<file path="config.mk">
export PLATFORM = sky130hd
export DESIGN_NAME = ccs_regs
export DESIGN_NICKNAME = d
export VERILOG_FILES = /design/src/common/ccs_pkg.sv /design/src/common/ccs_lane_if.sv /design/src/rtl/ccs_lane.sv /design/src/rtl/ccs_regs.sv
export SDC_FILE = /design/constraint.sdc
export NUM_CORES = 1
export LEC_CHECK = 0
export ABC_CLOCK_PERIOD_IN_PS = 2600
export BUFFER_PORTS_ARGS = -buffer_cell sky130_fd_sc_hd__buf_2
export CAP_MARGIN = 20
export CORE_MARGIN = 4
export CORE_UTILIZATION = 34
export CTS_BUF_LIST = sky130_fd_sc_hd__clkbuf_8
export DETAILED_ROUTE_END_ITERATION = 16
export PLACE_DENSITY = 0.51
export SYNTH_ARGS = -nofsm -noshare
export SYNTH_HDL_FRONTEND = slang
export SYNTH_SLANG_ARGS = --single-unit
export TNS_END_PERCENT = 100
</file>
<file path="constraint.sdc">
create_clock -name sys_clk -period 2.6 [get_ports sys_clk]
set_clock_uncertainty 0.05 [all_clocks]
set_input_delay 0.52 -clock sys_clk [delete_from_list [all_inputs] [get_ports sys_clk]]
set_output_delay 0.52 -clock sys_clk [all_outputs]
set_load 0.1 [all_outputs]
</file>
<file path="src/common/ccs_pkg.sv">
/*
 Constants, pin bundle and power states for the card condition/status register block.
 Assumes a single 125 MHz system clock; all card bus pins arrive asynchronously.
*/
// What this block does
// - Changed summary reads one when either change flag is one.
// - In I/O mode status output low when changed and enable set; high if enable clear.
// - Byte-I/O request bit is stored but never alters access handling.
// - Power-level-disable bit reads zero, resets zero, ignores writes.
// - Power-save request one enters power-down; zero returns to active.
// - Ready goes busy on any power-save request change until state reached.
// - Card powers down automatically when idle, wakes on a command.
// - Interrupt-pending bit mirrors internal request; zero while interrupts disabled.
// - Pin register reads D7,D6 zero, D3,D2 one, raw write-lock zero.
// - Ready-change flag sets whenever raw ready state changes.
// - Lock-change flag sets whenever raw write-lock state changes.
// - Raw ready bit reflects the internal ready signal.
// - Change flag takes written value only when its mask bit is one.
// - Unit bit reads back as written and is matched against unit select.
// - Socket number field D3-D0 is ignored on writes.
// - Wide-port acknowledge asserted for every responding I/O address.
// - Wait asserted at start of an input cycle until data is ready.
// - Byte enables and A0 steer bytes per lane; attribute select high inhibits I/O.
// - Index 0 memory-mapped; 1 any block, 2 primary, 3 secondary I/O.
// - Configuration registers sit at attribute base 200h, even byte addresses only.
package ccs_pkg;

    localparam int unsigned CLK_PERIOD_NS = 8;
    localparam int unsigned PWR_SETTLE_NS = 1000;
    localparam int unsigned PWR_SETTLE_CYC = (PWR_SETTLE_NS + CLK_PERIOD_NS - 1) / CLK_PERIOD_NS;
    localparam int unsigned IDLE_TIMEOUT_NS = 1000000;
    localparam int unsigned IDLE_TIMEOUT_CYC = IDLE_TIMEOUT_NS / CLK_PERIOD_NS;

    localparam logic [10:0] ATTR_BASE = 11'h200;
    localparam logic [3:0] OFS_CARD_COND = 4'h2;
    localparam logic [3:0] OFS_PIN_REPL = 4'h4;
    localparam logic [3:0] OFS_SOCKET = 4'h6;

    localparam int CC_CHANGED = 7;
    localparam int CC_SIG_EN = 6;
    localparam int CC_BYTE_IO = 5;
    localparam int CC_PWR_LVL_DIS = 4;
    localparam int CC_AUDIO = 3;
    localparam int CC_PWR_SAVE = 2;
    localparam int CC_INT = 1;

    localparam int PR_RDY_CHG = 5;
    localparam int PR_LOCK_CHG = 4;
    localparam int PR_RDY_RAW = 1;
    localparam int PR_LOCK_RAW = 0;
    localparam logic [7:0] PR_FIXED_ONES = 8'h0C;
    localparam logic RAW_LOCK_VAL = 1'b0;
    localparam logic PWR_LVL_DIS_VAL = 1'b0;

    localparam int SK_UNIT = 4;

    localparam logic [5:0] CFG_MEMORY = 6'h00;
    localparam logic [5:0] CFG_IO_ANY = 6'h01;
    localparam logic [5:0] CFG_IO_PRI = 6'h02;
    localparam logic [5:0] CFG_IO_SEC = 6'h03;
    localparam logic [9:0] IO_PRI_TASK = 10'h1F0;
    localparam logic [9:0] IO_PRI_CTL = 10'h3F6;
    localparam logic [9:0] IO_SEC_TASK = 10'h170;
    localparam logic [9:0] IO_SEC_CTL = 10'h376;

    typedef enum logic [1:0] {
        CCS_ACTIVE,
        CCS_ENTER_SAVE,
        CCS_SAVE,
        CCS_LEAVE_SAVE
    } ccs_pwr_e;

    typedef struct packed {
        logic reg_n;
        logic hi_en_n;
        logic lo_en_n;
        logic oe_n;
        logic we_n;
        logic io_rd_n;
        logic io_wr_n;
        logic [10:0] addr;
        logic [15:0] data;
    } ccs_pins_s;

    localparam ccs_pins_s PINS_IDLE = {7'h7F, 11'h000, 16'h0000};

endpackage

</file>
<file path="src/common/ccs_lane_if.sv">
/*
 Byte-lane steering bundle between the register block and its lane steering module.
 Assumes both ends sit on the same clock; the bundle itself is purely combinational.
*/
`timescale 1ns/100ps
interface ccs_lane_if;
    logic lo_en;
    logic hi_en;
    logic a0;
    logic [15:0] rd_word;
    logic [15:0] bus_in;
    logic [15:0] rd_bus;
    logic [1:0] drive;
    logic wr_even;
    logic wr_odd;
    logic [15:0] wr_word;

    modport steer (
        input lo_en, hi_en, a0, rd_word, bus_in,
        output rd_bus, drive, wr_even, wr_odd, wr_word
    );
    modport ctl (
        output lo_en, hi_en, a0, rd_word, bus_in,
        input rd_bus, drive, wr_even, wr_odd, wr_word
    );
endinterface // ccs_lane_if

</file>
<file path="src/rtl/ccs_lane.sv">
/*
 Byte-lane steering for I/O cycles: maps word data onto the two data lanes.
 Assumes enables are active high here and already synchronised by the caller.
*/
`timescale 1ns/100ps
module ccs_lane (
    ccs_lane_if.steer lane
);
    logic lo_only;

    always_comb begin
        lo_only = lane.lo_en && !lane.hi_en;
        // Low lane alone carries even or odd byte by A0; otherwise even byte
        lane.rd_bus[7:0] = (lo_only && lane.a0) ? lane.rd_word[15:8] : lane.rd_word[7:0];
        lane.rd_bus[15:8] = lane.rd_word[15:8];
        lane.drive = {lane.hi_en, lane.lo_en};
        lane.wr_even = lane.lo_en && (lane.hi_en || !lane.a0);
        lane.wr_odd = lane.hi_en || (lo_only && lane.a0);
        lane.wr_word[7:0] = lane.bus_in[7:0];
        lane.wr_word[15:8] = lane.hi_en ? lane.bus_in[15:8] : lane.bus_in[7:0];
    end
endmodule // ccs_lane

</file>
<file path="src/rtl/ccs_regs.sv">
/*
 Card condition/status, pin replacement and socket registers plus I/O cycle handling.
 Assumes card bus pins are asynchronous, core-side signals share sys_clk, and the
 configuration index comes from the option register elsewhere on the same clock.
*/
`timescale 1ns/100ps
module ccs_regs import ccs_pkg::*; #(
    parameter int unsigned IDLE_CYCLES = IDLE_TIMEOUT_CYC,
    parameter int unsigned SETTLE_CYCLES = PWR_SETTLE_CYC,
    parameter bit HAS_UNIT_SELECT = 1'b1
) (
    input wire logic sys_clk,
    input wire logic rst_b,
    input wire logic clk_en,
    input wire logic reg_sel_n,
    input wire logic low_byte_enable_n,
    input wire logic high_byte_enable_n,
    input wire logic mem_read_n,
    input wire logic mem_write_n,
    input wire logic io_read_strobe_n,
    input wire logic io_write_strobe_n,
    input wire logic [10:0] card_addr,
    input wire logic [15:0] data_in,
    output logic [15:0] data_out,
    output logic [1:0] data_oe_n,
    output logic wide_port_ack_n,
    output logic wait_n,
    output logic status_change_out_n,
    output logic ready_irq_n,
    input wire logic [5:0] config_index,
    input wire logic core_ready,
    input wire logic core_irq,
    input wire logic irq_disable_ctl,
    input wire logic core_idle,
    input wire logic core_cmd,
    input wire logic unit_select_bit,
    input wire logic [15:0] io_rd_data,
    input wire logic io_rd_valid,
    output logic io_rd_req,
    output logic io_wr_pulse,
    output logic [3:0] io_addr,
    output logic [15:0] io_wr_data,
    output logic [1:0] io_wr_lanes,
    output logic power_down,
    output logic unit_match
);
    localparam int unsigned CNT_MAX = (IDLE_CYCLES > SETTLE_CYCLES) ? IDLE_CYCLES : SETTLE_CYCLES;
    localparam int CNT_W = $clog2(CNT_MAX + 1);
    localparam logic [CNT_W-1:0] IDLE_LAST = CNT_W'(IDLE_CYCLES - 1);
    localparam logic [CNT_W-1:0] SETTLE_LAST = CNT_W'(SETTLE_CYCLES - 1);
    localparam logic [CNT_W-1:0] CNT_ONE = CNT_W'(1);

    typedef struct packed {
        ccs_pins_s s1;
        ccs_pins_s s2;
        ccs_pins_s prev;
        logic sig_en;
        logic byte_io;
        logic audio;
        logic pwr_req;
        logic rdy_chg;
        logic lock_chg;
        logic unit;
        logic prev_ready;
        logic prev_lock;
        logic auto_save;
        ccs_pwr_e pwr;
        logic [CNT_W-1:0] cnt;
        logic rd_pend;
        logic wait_n;
        logic ack_n;
        logic stat_chg_n;
        logic rdy_irq_n;
        logic [15:0] dout;
        logic [1:0] doe_n;
        logic rd_req;
        logic wr_pulse;
        logic [3:0] addr;
        logic [15:0] wr_data;
        logic [1:0] wr_lanes;
        logic match;
    } ccs_state_s;

    ccs_state_s q;
    ccs_state_s d;
    ccs_lane_if lane ();

    ccs_lane u_lane (
        .lane(lane.steer)
    );

    function automatic logic attr_hit(input ccs_pins_s p);
        // Word-wide attribute reads still use only the even byte on the low lane
        return !p.reg_n && !p.lo_en_n && !p.addr[0] && (p.addr[10:4] == ATTR_BASE[10:4]);
    endfunction

    function automatic logic io_hit(input ccs_pins_s p, input logic [5:0] idx);
        logic m;
        m = 1'b0;
        unique case (idx)
            CFG_IO_ANY: m = 1'b1;
            CFG_IO_PRI: m = (p.addr[9:3] == IO_PRI_TASK[9:3]) || (p.addr[9:1] == IO_PRI_CTL[9:1]);
            CFG_IO_SEC: m = (p.addr[9:3] == IO_SEC_TASK[9:3]) || (p.addr[9:1] == IO_SEC_CTL[9:1]);
            default: m = 1'b0;
        endcase
        // Attribute select high inhibits every I/O cycle
        return m && !p.reg_n && !(p.lo_en_n && p.hi_en_n);
    endfunction

    logic io_mode;
    logic ready_now;
    logic int_pending;
    logic changed;
    logic attr_wr;
    logic [7:0] wdat;
    logic [7:0] rmux;
    logic pwr_chg;
    logic wake;

    assign lane.lo_en = !q.prev.lo_en_n;
    assign lane.hi_en = !q.prev.hi_en_n;
    assign lane.a0 = q.prev.addr[0];
    assign lane.rd_word = io_rd_data;
    assign lane.bus_in = q.prev.data;

    always_comb begin
        d = q;
        d.s1 = {reg_sel_n, high_byte_enable_n, low_byte_enable_n, mem_read_n, mem_write_n,
                io_read_strobe_n, io_write_strobe_n, card_addr, data_in};
        d.s2 = q.s1;
        d.prev = q.s2;
        d.rd_req = 1'b0;
        d.wr_pulse = 1'b0;

        io_mode = config_index != CFG_MEMORY;
        ready_now = core_ready && (q.pwr == CCS_ACTIVE || q.pwr == CCS_SAVE);
        int_pending = core_irq && !irq_disable_ctl;
        changed = q.rdy_chg || q.lock_chg;
        wdat = q.prev.data[7:0];
        attr_wr = q.s2.we_n && !q.prev.we_n && attr_hit(q.prev);

        rmux = 8'h00;
        unique case (q.s2.addr[3:0])
            OFS_CARD_COND: begin
                rmux[CC_CHANGED] = changed;
                rmux[CC_SIG_EN] = q.sig_en;
                rmux[CC_BYTE_IO] = q.byte_io;
                rmux[CC_PWR_LVL_DIS] = PWR_LVL_DIS_VAL;
                rmux[CC_AUDIO] = q.audio;
                rmux[CC_PWR_SAVE] = q.pwr_req;
                rmux[CC_INT] = int_pending;
            end
            OFS_PIN_REPL: begin
                rmux = PR_FIXED_ONES;
                rmux[PR_RDY_CHG] = q.rdy_chg;
                rmux[PR_LOCK_CHG] = q.lock_chg;
                rmux[PR_RDY_RAW] = ready_now;
                rmux[PR_LOCK_RAW] = RAW_LOCK_VAL;
            end
            OFS_SOCKET: rmux[SK_UNIT] = q.unit;
            default: rmux = 8'h00;
        endcase

        pwr_chg = 1'b0;
        if (attr_wr) begin
            unique case (q.prev.addr[3:0])
                OFS_CARD_COND: begin
                    d.sig_en = wdat[CC_SIG_EN];
                    d.byte_io = wdat[CC_BYTE_IO];
                    d.audio = wdat[CC_AUDIO];
                    d.pwr_req = wdat[CC_PWR_SAVE];
                    pwr_chg = wdat[CC_PWR_SAVE] != q.pwr_req;
                end
                OFS_PIN_REPL: begin
                    if (wdat[PR_RDY_RAW]) begin
                        d.rdy_chg = wdat[PR_RDY_CHG];
                    end
                    if (wdat[PR_LOCK_RAW]) begin
                        d.lock_chg = wdat[PR_LOCK_CHG];
                    end
                end
                // Socket number bits are dropped; only the unit bit is kept
                OFS_SOCKET: d.unit = HAS_UNIT_SELECT ? wdat[SK_UNIT] : 1'b0;
                default: d.unit = q.unit;
            endcase
        end

        // Hardware events win over a host clear in the same cycle
        d.prev_ready = ready_now;
        d.prev_lock = RAW_LOCK_VAL;
        if (ready_now != q.prev_ready) begin
            d.rdy_chg = 1'b1;
        end
        if (RAW_LOCK_VAL != q.prev_lock) begin
            d.lock_chg = 1'b1;
        end

        wake = !d.pwr_req && (!q.auto_save || core_cmd || pwr_chg);
        unique case (q.pwr)
            CCS_ACTIVE: begin
                if (d.pwr_req) begin
                    d.pwr = CCS_ENTER_SAVE;
                    d.cnt = '0;
                end else if (core_idle) begin
                    d.cnt = q.cnt + CNT_ONE;
                    if (q.cnt == IDLE_LAST) begin
                        d.auto_save = 1'b1;
                        d.pwr = CCS_ENTER_SAVE;
                        d.cnt = '0;
                    end
                end else begin
                    d.cnt = '0;
                end
            end
            CCS_ENTER_SAVE, CCS_LEAVE_SAVE: begin
                d.cnt = q.cnt + CNT_ONE;
                if (q.cnt == SETTLE_LAST) begin
                    d.pwr = (q.pwr == CCS_ENTER_SAVE) ? CCS_SAVE : CCS_ACTIVE;
                    d.cnt = '0;
                end
            end
            CCS_SAVE: begin
                if (pwr_chg && d.pwr_req) begin
                    // Host took over an automatic sleep: still show busy for the change
                    d.auto_save = 1'b0;
                    d.pwr = CCS_ENTER_SAVE;
                end else if (wake) begin
                    d.auto_save = 1'b0;
                    d.pwr = CCS_LEAVE_SAVE;
                end
            end
        endcase

        d.stat_chg_n = !(io_mode && changed && q.sig_en);
        // In I/O mode the ready pin becomes the interrupt request
        d.rdy_irq_n = io_mode ? !int_pending : !ready_now;
        d.ack_n = !io_hit(q.s2, config_index);
        d.match = q.unit == unit_select_bit;

        if (!q.s2.io_rd_n && q.prev.io_rd_n && io_hit(q.s2, config_index)) begin
            d.rd_pend = 1'b1;
            d.wait_n = 1'b0;
            d.rd_req = 1'b1;
            d.addr = q.s2.addr[3:0];
        end else if (q.rd_pend && io_rd_valid) begin
            d.rd_pend = 1'b0;
            d.wait_n = 1'b1;
            d.dout = lane.rd_bus;
            d.doe_n = ~lane.drive;
        end
        if (q.s2.io_rd_n && q.rd_pend) begin
            // Host gave up the cycle; drop the pending read
            d.rd_pend = 1'b0;
            d.wait_n = 1'b1;
        end

        if (!q.s2.oe_n && attr_hit(q.s2)) begin
            d.dout = {8'h00, rmux};
            d.doe_n = 2'b10;
        end else if (q.s2.oe_n && q.s2.io_rd_n) begin
            d.doe_n = 2'b11;
        end

        if (q.s2.io_wr_n && !q.prev.io_wr_n && io_hit(q.prev, config_index)) begin
            d.wr_pulse = 1'b1;
            d.addr = q.prev.addr[3:0];
            d.wr_data = lane.wr_word;
            d.wr_lanes = {lane.wr_odd, lane.wr_even};
        end
    end

    always_ff @(posedge sys_clk or negedge rst_b) begin
        if (!rst_b) begin
            q <= '0;
            q.s1 <= PINS_IDLE;
            q.s2 <= PINS_IDLE;
            q.prev <= PINS_IDLE;
            q.pwr <= CCS_ACTIVE;
            q.wait_n <= 1'b1;
            q.ack_n <= 1'b1;
            q.stat_chg_n <= 1'b1;
            q.rdy_irq_n <= 1'b1;
            // Ready idles high; a low reset value would flag a change right after reset
            q.prev_ready <= 1'b1;
            q.doe_n <= 2'b11;
            q.match <= 1'b1;
        end else if (clk_en) begin
            q <= d;
        end
    end

    assign data_out = q.dout;
    assign data_oe_n = q.doe_n;
    assign wide_port_ack_n = q.ack_n;
    assign wait_n = q.wait_n;
    assign status_change_out_n = q.stat_chg_n;
    assign ready_irq_n = q.rdy_irq_n;
    assign io_rd_req = q.rd_req;
    assign io_wr_pulse = q.wr_pulse;
    assign io_addr = q.addr;
    assign io_wr_data = q.wr_data;
    assign io_wr_lanes = q.wr_lanes;
    assign power_down = q.pwr != CCS_ACTIVE;
    assign unit_match = q.match;
endmodule // ccs_regs

</file>
Yosys cells after proc, flatten, opt, wreduce, memory -nomap -nowiden. Cells that the tools add are included.

Logic and storage cells: 214. Input port bits: 66. Output and inout bits: 48. Register bits: 177.

Multiplexer cells: 40. Add/subtract/negate cells: 1. Reductions and logical operators: 86. Equal/unequal tests: 36. Bitwise gates (word level): 1.

Operator list (number): $eq 7x6->1 const B (6); $mux 19 (2); $eq 9x9->1 const B (4); $mux 18 (2); $pmux 17 s2 (1); $logic_and 1x1->1 (31); $mux 23 (1); $logic_not 1->1 (20); $mux 20 (1); $add 17x1->17 const B (1); $eq 17x17->1 const B (1); $eq 17x7->1 const B (1); $mux 17 (1); $eq 4x3->1 const B (4); $mux 16 (1); $mux 8 (2); $reduce_bool 2->1 (8); $mux 2 (7); $eq 6x2->1 const B (2); $pmux 3 s2 (2); $reduce_and 3->1 (4); $logic_or 1x1->1 (10); $mux 1 (10); $mux 3 (3); 24 further kinds (39).

Longest topological paths before layout.
Depth in word-level cells: 11. Gate-level depth with buffers: 9. Depth with buffers taken out: 7.

By module. From an unflattened synthesis, not the netlist that was laid out.

Cells, all modules: 660. Area total of the unflattened synthesis: 8394.3 µm².

Modules (own cells, without submodules): ccs_regs (instances 1, cells each 620, sequential area each 4464.3 µm², area each 8029.0 µm²); ccs_lane (instances 1, cells each 40, sequential area each 0.0 µm², area each 365.4 µm²).

Worst setup path before layout. Ideal clock, no wire load.

Path type: in2reg. From: in config_index[3]. To: reg q (netlist bit io_wr_data[3]). Slack: 0.473 ns. Stages: 5. Library setup time: 0.128 ns. Data required time: 2.422 ns. Arrival: 1.949 ns. Path buffers: 1. Path through: nor4_1 -> o2111ai_2 -> or2_1 -> buf_4 -> mux2_1.

Word-level cells in the longest chain between the ends: 6. Elaborated cells between the ends (all ways): 8. Those cells by class: eq/ne (3); mux (1); reduce/logical (4).

RTL lines: start, declared (line ccs_regs.sv:30) `input wire logic [5:0] config_index,`; $eq 6x2->1 or $eq 6x1->1 (tied branches) (line ccs_regs.sv:100) `unique case (idx)`; $pmux 1 s3 * (line ccs_regs.sv:100); $logic_and 1x1->1 * (2 in series) (line ccs_regs.sv:107) `return m && !p.reg_n && !(p.lo_en_n && p.hi_en_n);`; $logic_and 1x1->1 * (line ccs_regs.sv:264) `if (q.s2.io_wr_n && !q.prev.io_wr_n && io_hit(q.prev, config_index)) begin`; $reduce_and 2->1 (no source line) *; end, declared (line ccs_regs.sv:84) `ccs_state_s q;`.

Every way passes the cells marked *; elsewhere a longest branch is shown, timed or not. A chain may end at the register's enable or synchronous reset.

Worst setup path after layout.
From: reg q[99] in the netlist's numbering. To: reg q[48] in the netlist's numbering.

Word-level cells in the longest chain between the ends: 6.

RTL lines: $eq 7x6->1 (line ccs_regs.sv:94) `return !p.reg_n && !p.lo_en_n && !p.addr[0] && (p.addr[10:4] == ATTR_BASE[10:4]);`; $logic_and 1x1->1 (line ccs_regs.sv:94); $logic_and 1x1->1 (line ccs_regs.sv:140) `attr_wr = q.s2.we_n && !q.prev.we_n && attr_hit(q.prev);`; $mux 4 (line ccs_regs.sv:165) `if (attr_wr) begin`; $mux 19 (line ccs_regs.sv:201) `if (d.pwr_req) begin`; $pmux 17 s2 (line ccs_regs.sv:199) `unique case (q.pwr)`.

No other way between the ends. The select of a mux whose other input is x is not followed.

==> results.md <==
- Post-DRT Antenna Nets: 0
- Worst Hold Class: input pin to async pin
- Switching Share: 0.301
- Largest net degree at the start of global routing: 71
- P_sw: 0.00193 W
- Slowest Stage Delay on Critical Path: 0.43 ns
- Worst skew pair latency: 0.45 ns
- Die height: 162 um
- DR vias/cell: 4.88
- Synth Net Count: 696
- Cell row count: 56
- CP dominant cell by count: buf_4
- Clk sink count: 177
- Post-Route WL: 18.0 mm
- Sequential element share of the synthesized area: 0.555
- Critical path buffer and inverter count: 2
- Internal: 0.00449 W
- Setup Viol. Count Final: 0
- Layout cell share with drive strength beyond 1: 0.473
- Post-synth top area cell: dfrtp_1
- P per Cell Area: 696 nW/um2
- Worst-margin pin slew: 0.695 ns
- Die Wd: 162 um
- Max-Cap Viols: 0
- Outcome: finished clean
- IO Pins: 114
- Register share of total power: 0.520
- Leakage power: 4.20 nW
- Final Max Slew Viols: 0
- # diodes: 0
- Final nets: 784
- Synth area leaders: dfrtp_1, mux2_2, dfstp_2
- FMAX: 421 MHz
- Family with the most delay on the worst path: simple AND/OR/NAND/NOR gates
- Average footprint of a synthesized cell: 12.8 um2
- GRT Overall Usage: 0.142
- GP Congestion: 0.830
- Maximum VDD drop: 271 uV
- CP max stage cell: or3_2
- Number of CTS-inserted buffers: 17
- Required @ worst endpoint: 2.92 ns
- Number of flops mapped to enable cells by yosys: 0
- DRC Markers: 0
- Longest Clk Path Bufs: 2
- Root Driver: clkbuf_8
- WP data arrival: 2.70 ns
- Vias in the first global route: 5,353
- Initial drt markers: 307
- Initial antenna violation count: 0
- YS warnings: 0
- CTS HTree Levels: 4
- Critical path startpoint category: flop
- Final HPWL DP: 13.3 mm
- Most frequent cell after synthesis: dfrtp_1
- Dpl cells: 1,015
- Synth top cells by count: dfrtp_1, mux2_2, buf_4
- Async S/R FF share, synth: 1.00
- Starting Density: 0.345
- Area growth syn-to-layout: 14.7%
- CP Capture Type: flop
- Period utilisation layout: 0.915
- Min Hold Slack: 0.0117 ns
- Syn Inst Count: 628
- Rel. slew slack: 0.537
- Detailed-route wire length per cell: 17.2 um
- CTS tree: built
- Distinct cells, synth: 65
- Clock power frac: 0.316
- CTS Hold Buffers Added: 0
- Total Power Consumption: 0.00642 W
- Post-synth top area share: 0.464
- Critical path peak fanout: 5
- Die Footprint: 26,200 um2
- Setup TNS: 0 ns
- Critical path class: flop to flop
- Synth Flop Type: dfrtp_1
- Post-synth design cell area: 8040 um2
- Vias: 5,117
- First-pass GRT wire length: 29.5 mm
- Layout Cells excl Fill: 1,048
- Post-layout min period: 2.38 ns
- Core footprint: 23,300 um2
- Fill cells: 2,277
- CP Cell Sequence: nor4b_1 > buf_4 > nand4_1 > buf_4 > mux2i_2 > a32oi_2 > or3_2 > o21ai_0
- CTS clk-pin slew, worst paths: 0.09 ns
- Buffers added on ports: 113
- Final Hold Viols: 0
- RSZ-0062 raised after global routing: false
- Overflow after GRT: 0
- Comb power frac: 0.164
- Drt pass-1 iters: 5
- Post-synthesis register bit count: 177
==> power groups by stage <==
stage                     sequential (W)  combinational [W]  clock [W]
after floorplan                  0.00331           0.000816          0
after global placement           0.00339            0.00105          0
after detailed placement         0.00340            0.00107          0
after CTS                        0.00334            0.00107    0.00212
after global routing             0.00339            0.00114    0.00220
final                            0.00334            0.00105    0.00203
==> kinds of logic after synthesis <==
family | count (synthesis) | share of synthesized area
AO/OA/AOI/OAI | 75 | 0.0722
XOR/XNOR | 18 | 0.0196
adder cells (fa/ha/maj) | 2 | 0.00311
buffers and inverters | 78 | 0.0577
flip-flops | 177 | 0.555
multiplexers | 146 | 0.202
AND/OR/NAND/NOR | 132 | 0.0898
==> path summary, 6_finish.rpt <==
kind	from	end	slack (ns)	cells after the start
min reg2reg	io_wr_lanes[0]	io_wr_lanes[0]	0.44	1
min	rst_b	data_out[0]	0.01	1
max in group asynchronous	rst_b	d[123]	1.73	2
max reg2reg	q[99]	q[48]	0.22	8
min in group sys_clk	data_in[7]	d[118]	0.24	2
max	q[99]	q[48]	0.22	8
==> cell usage in the layout, fill, tap and decap left out, types with 3 or more instances in the layout <==
| cell | synthesis | routed |
|---|---|---|
| a211oi_1 | 4 | 4 |
| dfstp_2 | 28 | 28 |
| nand3b_1 | 3 | 3 |
| clkbuf_8 | 0 | 18 |
| and3_1 | 5 | 5 |
| nand3_1 | 9 | 9 |
| mux2i_1 | 17 | 17 |
| a21o_1 | 3 | 3 |
| nand2_1 | 30 | 30 |
| a22o_1 | 10 | 10 |
| xnor2_1 | 8 | 8 |
| or2_2 | 3 | 3 |
| nor3b_1 | 3 | 3 |
| a31oi_1 | 6 | 6 |
| nor4b_1 | 5 | 5 |
| buf_2 | 2 | 111 |
| nand4_1 | 4 | 4 |
| nor2b_1 | 4 | 4 |
| dfrtp_1 | 149 | 149 |
| o22a_1 | 5 | 5 |
| mux2_2 | 127 | 127 |
| buf_12 | 0 | 3 |
| nor2_1 | 32 | 32 |
| clkinv_2 | 0 | 3 |
| nor3_1 | 4 | 4 |
| and2_1 | 3 | 3 |
| buf_4 | 41 | 21 |
| a21oi_1 | 11 | 11 |
| o21ai_0 | 14 | 14 |
| xor2_1 | 10 | 10 |
| inv_1 | 11 | 11 |
| inv_6 | 0 | 5 |
| nor4_1 | 9 | 9 |
| bufinv_16 | 0 | 3 |
| a221oi_1 | 3 | 3 |
==> final cells by class <==
type	count	area [um2]	area share
flip-flops and latches	177	4460	0.484
multi-input cells	373	3110	0.337
repair buffers	136	785	0.0851
well taps	319	399	0.0433
clock buffers	18	248	0.0269
clock inverters	14	176	0.0191
inverters	11	41.3	0.00448
==> sequential cells by signal, summed over array words and instances, names as in the netlist, 2 cells and up <==
name and flops:
d 68, data_oe_n 2, data_out 16, io_addr 4, io_wr_data 16, io_wr_lanes 2, lane.bus_in 16, q 45
==> per-layer routing <==
metal  vias up  part of all wire  global-route usage
met5         -                 0                   0
met4         0             0.014              0.0427
met3        17             0.051              0.0325
met2       122              0.48               0.231
met1      2596              0.45               0.190
li1       2382                 -                   -
==> per-stage QoR <==
stage	utilization	instance area, um2	setup slack (ns)
2_1_floorplan	-	8040	0.473
3_3_place_gp	0.377	8790	0.255
3_5_place_dp	0.377	8790	0.175
4_1_cts	0.395	9220	0.145
5_1_grt	0.395	9220	0.0313
6_report	0.395	9220	0.222
==> timing repair <==
action                                  CTS  global route
buffers inserted                          0             1
gates resized for setup                   0             0
endpoints found under the setup margin    0             3
No activity file was read; power rests on OpenSTA's default activity.
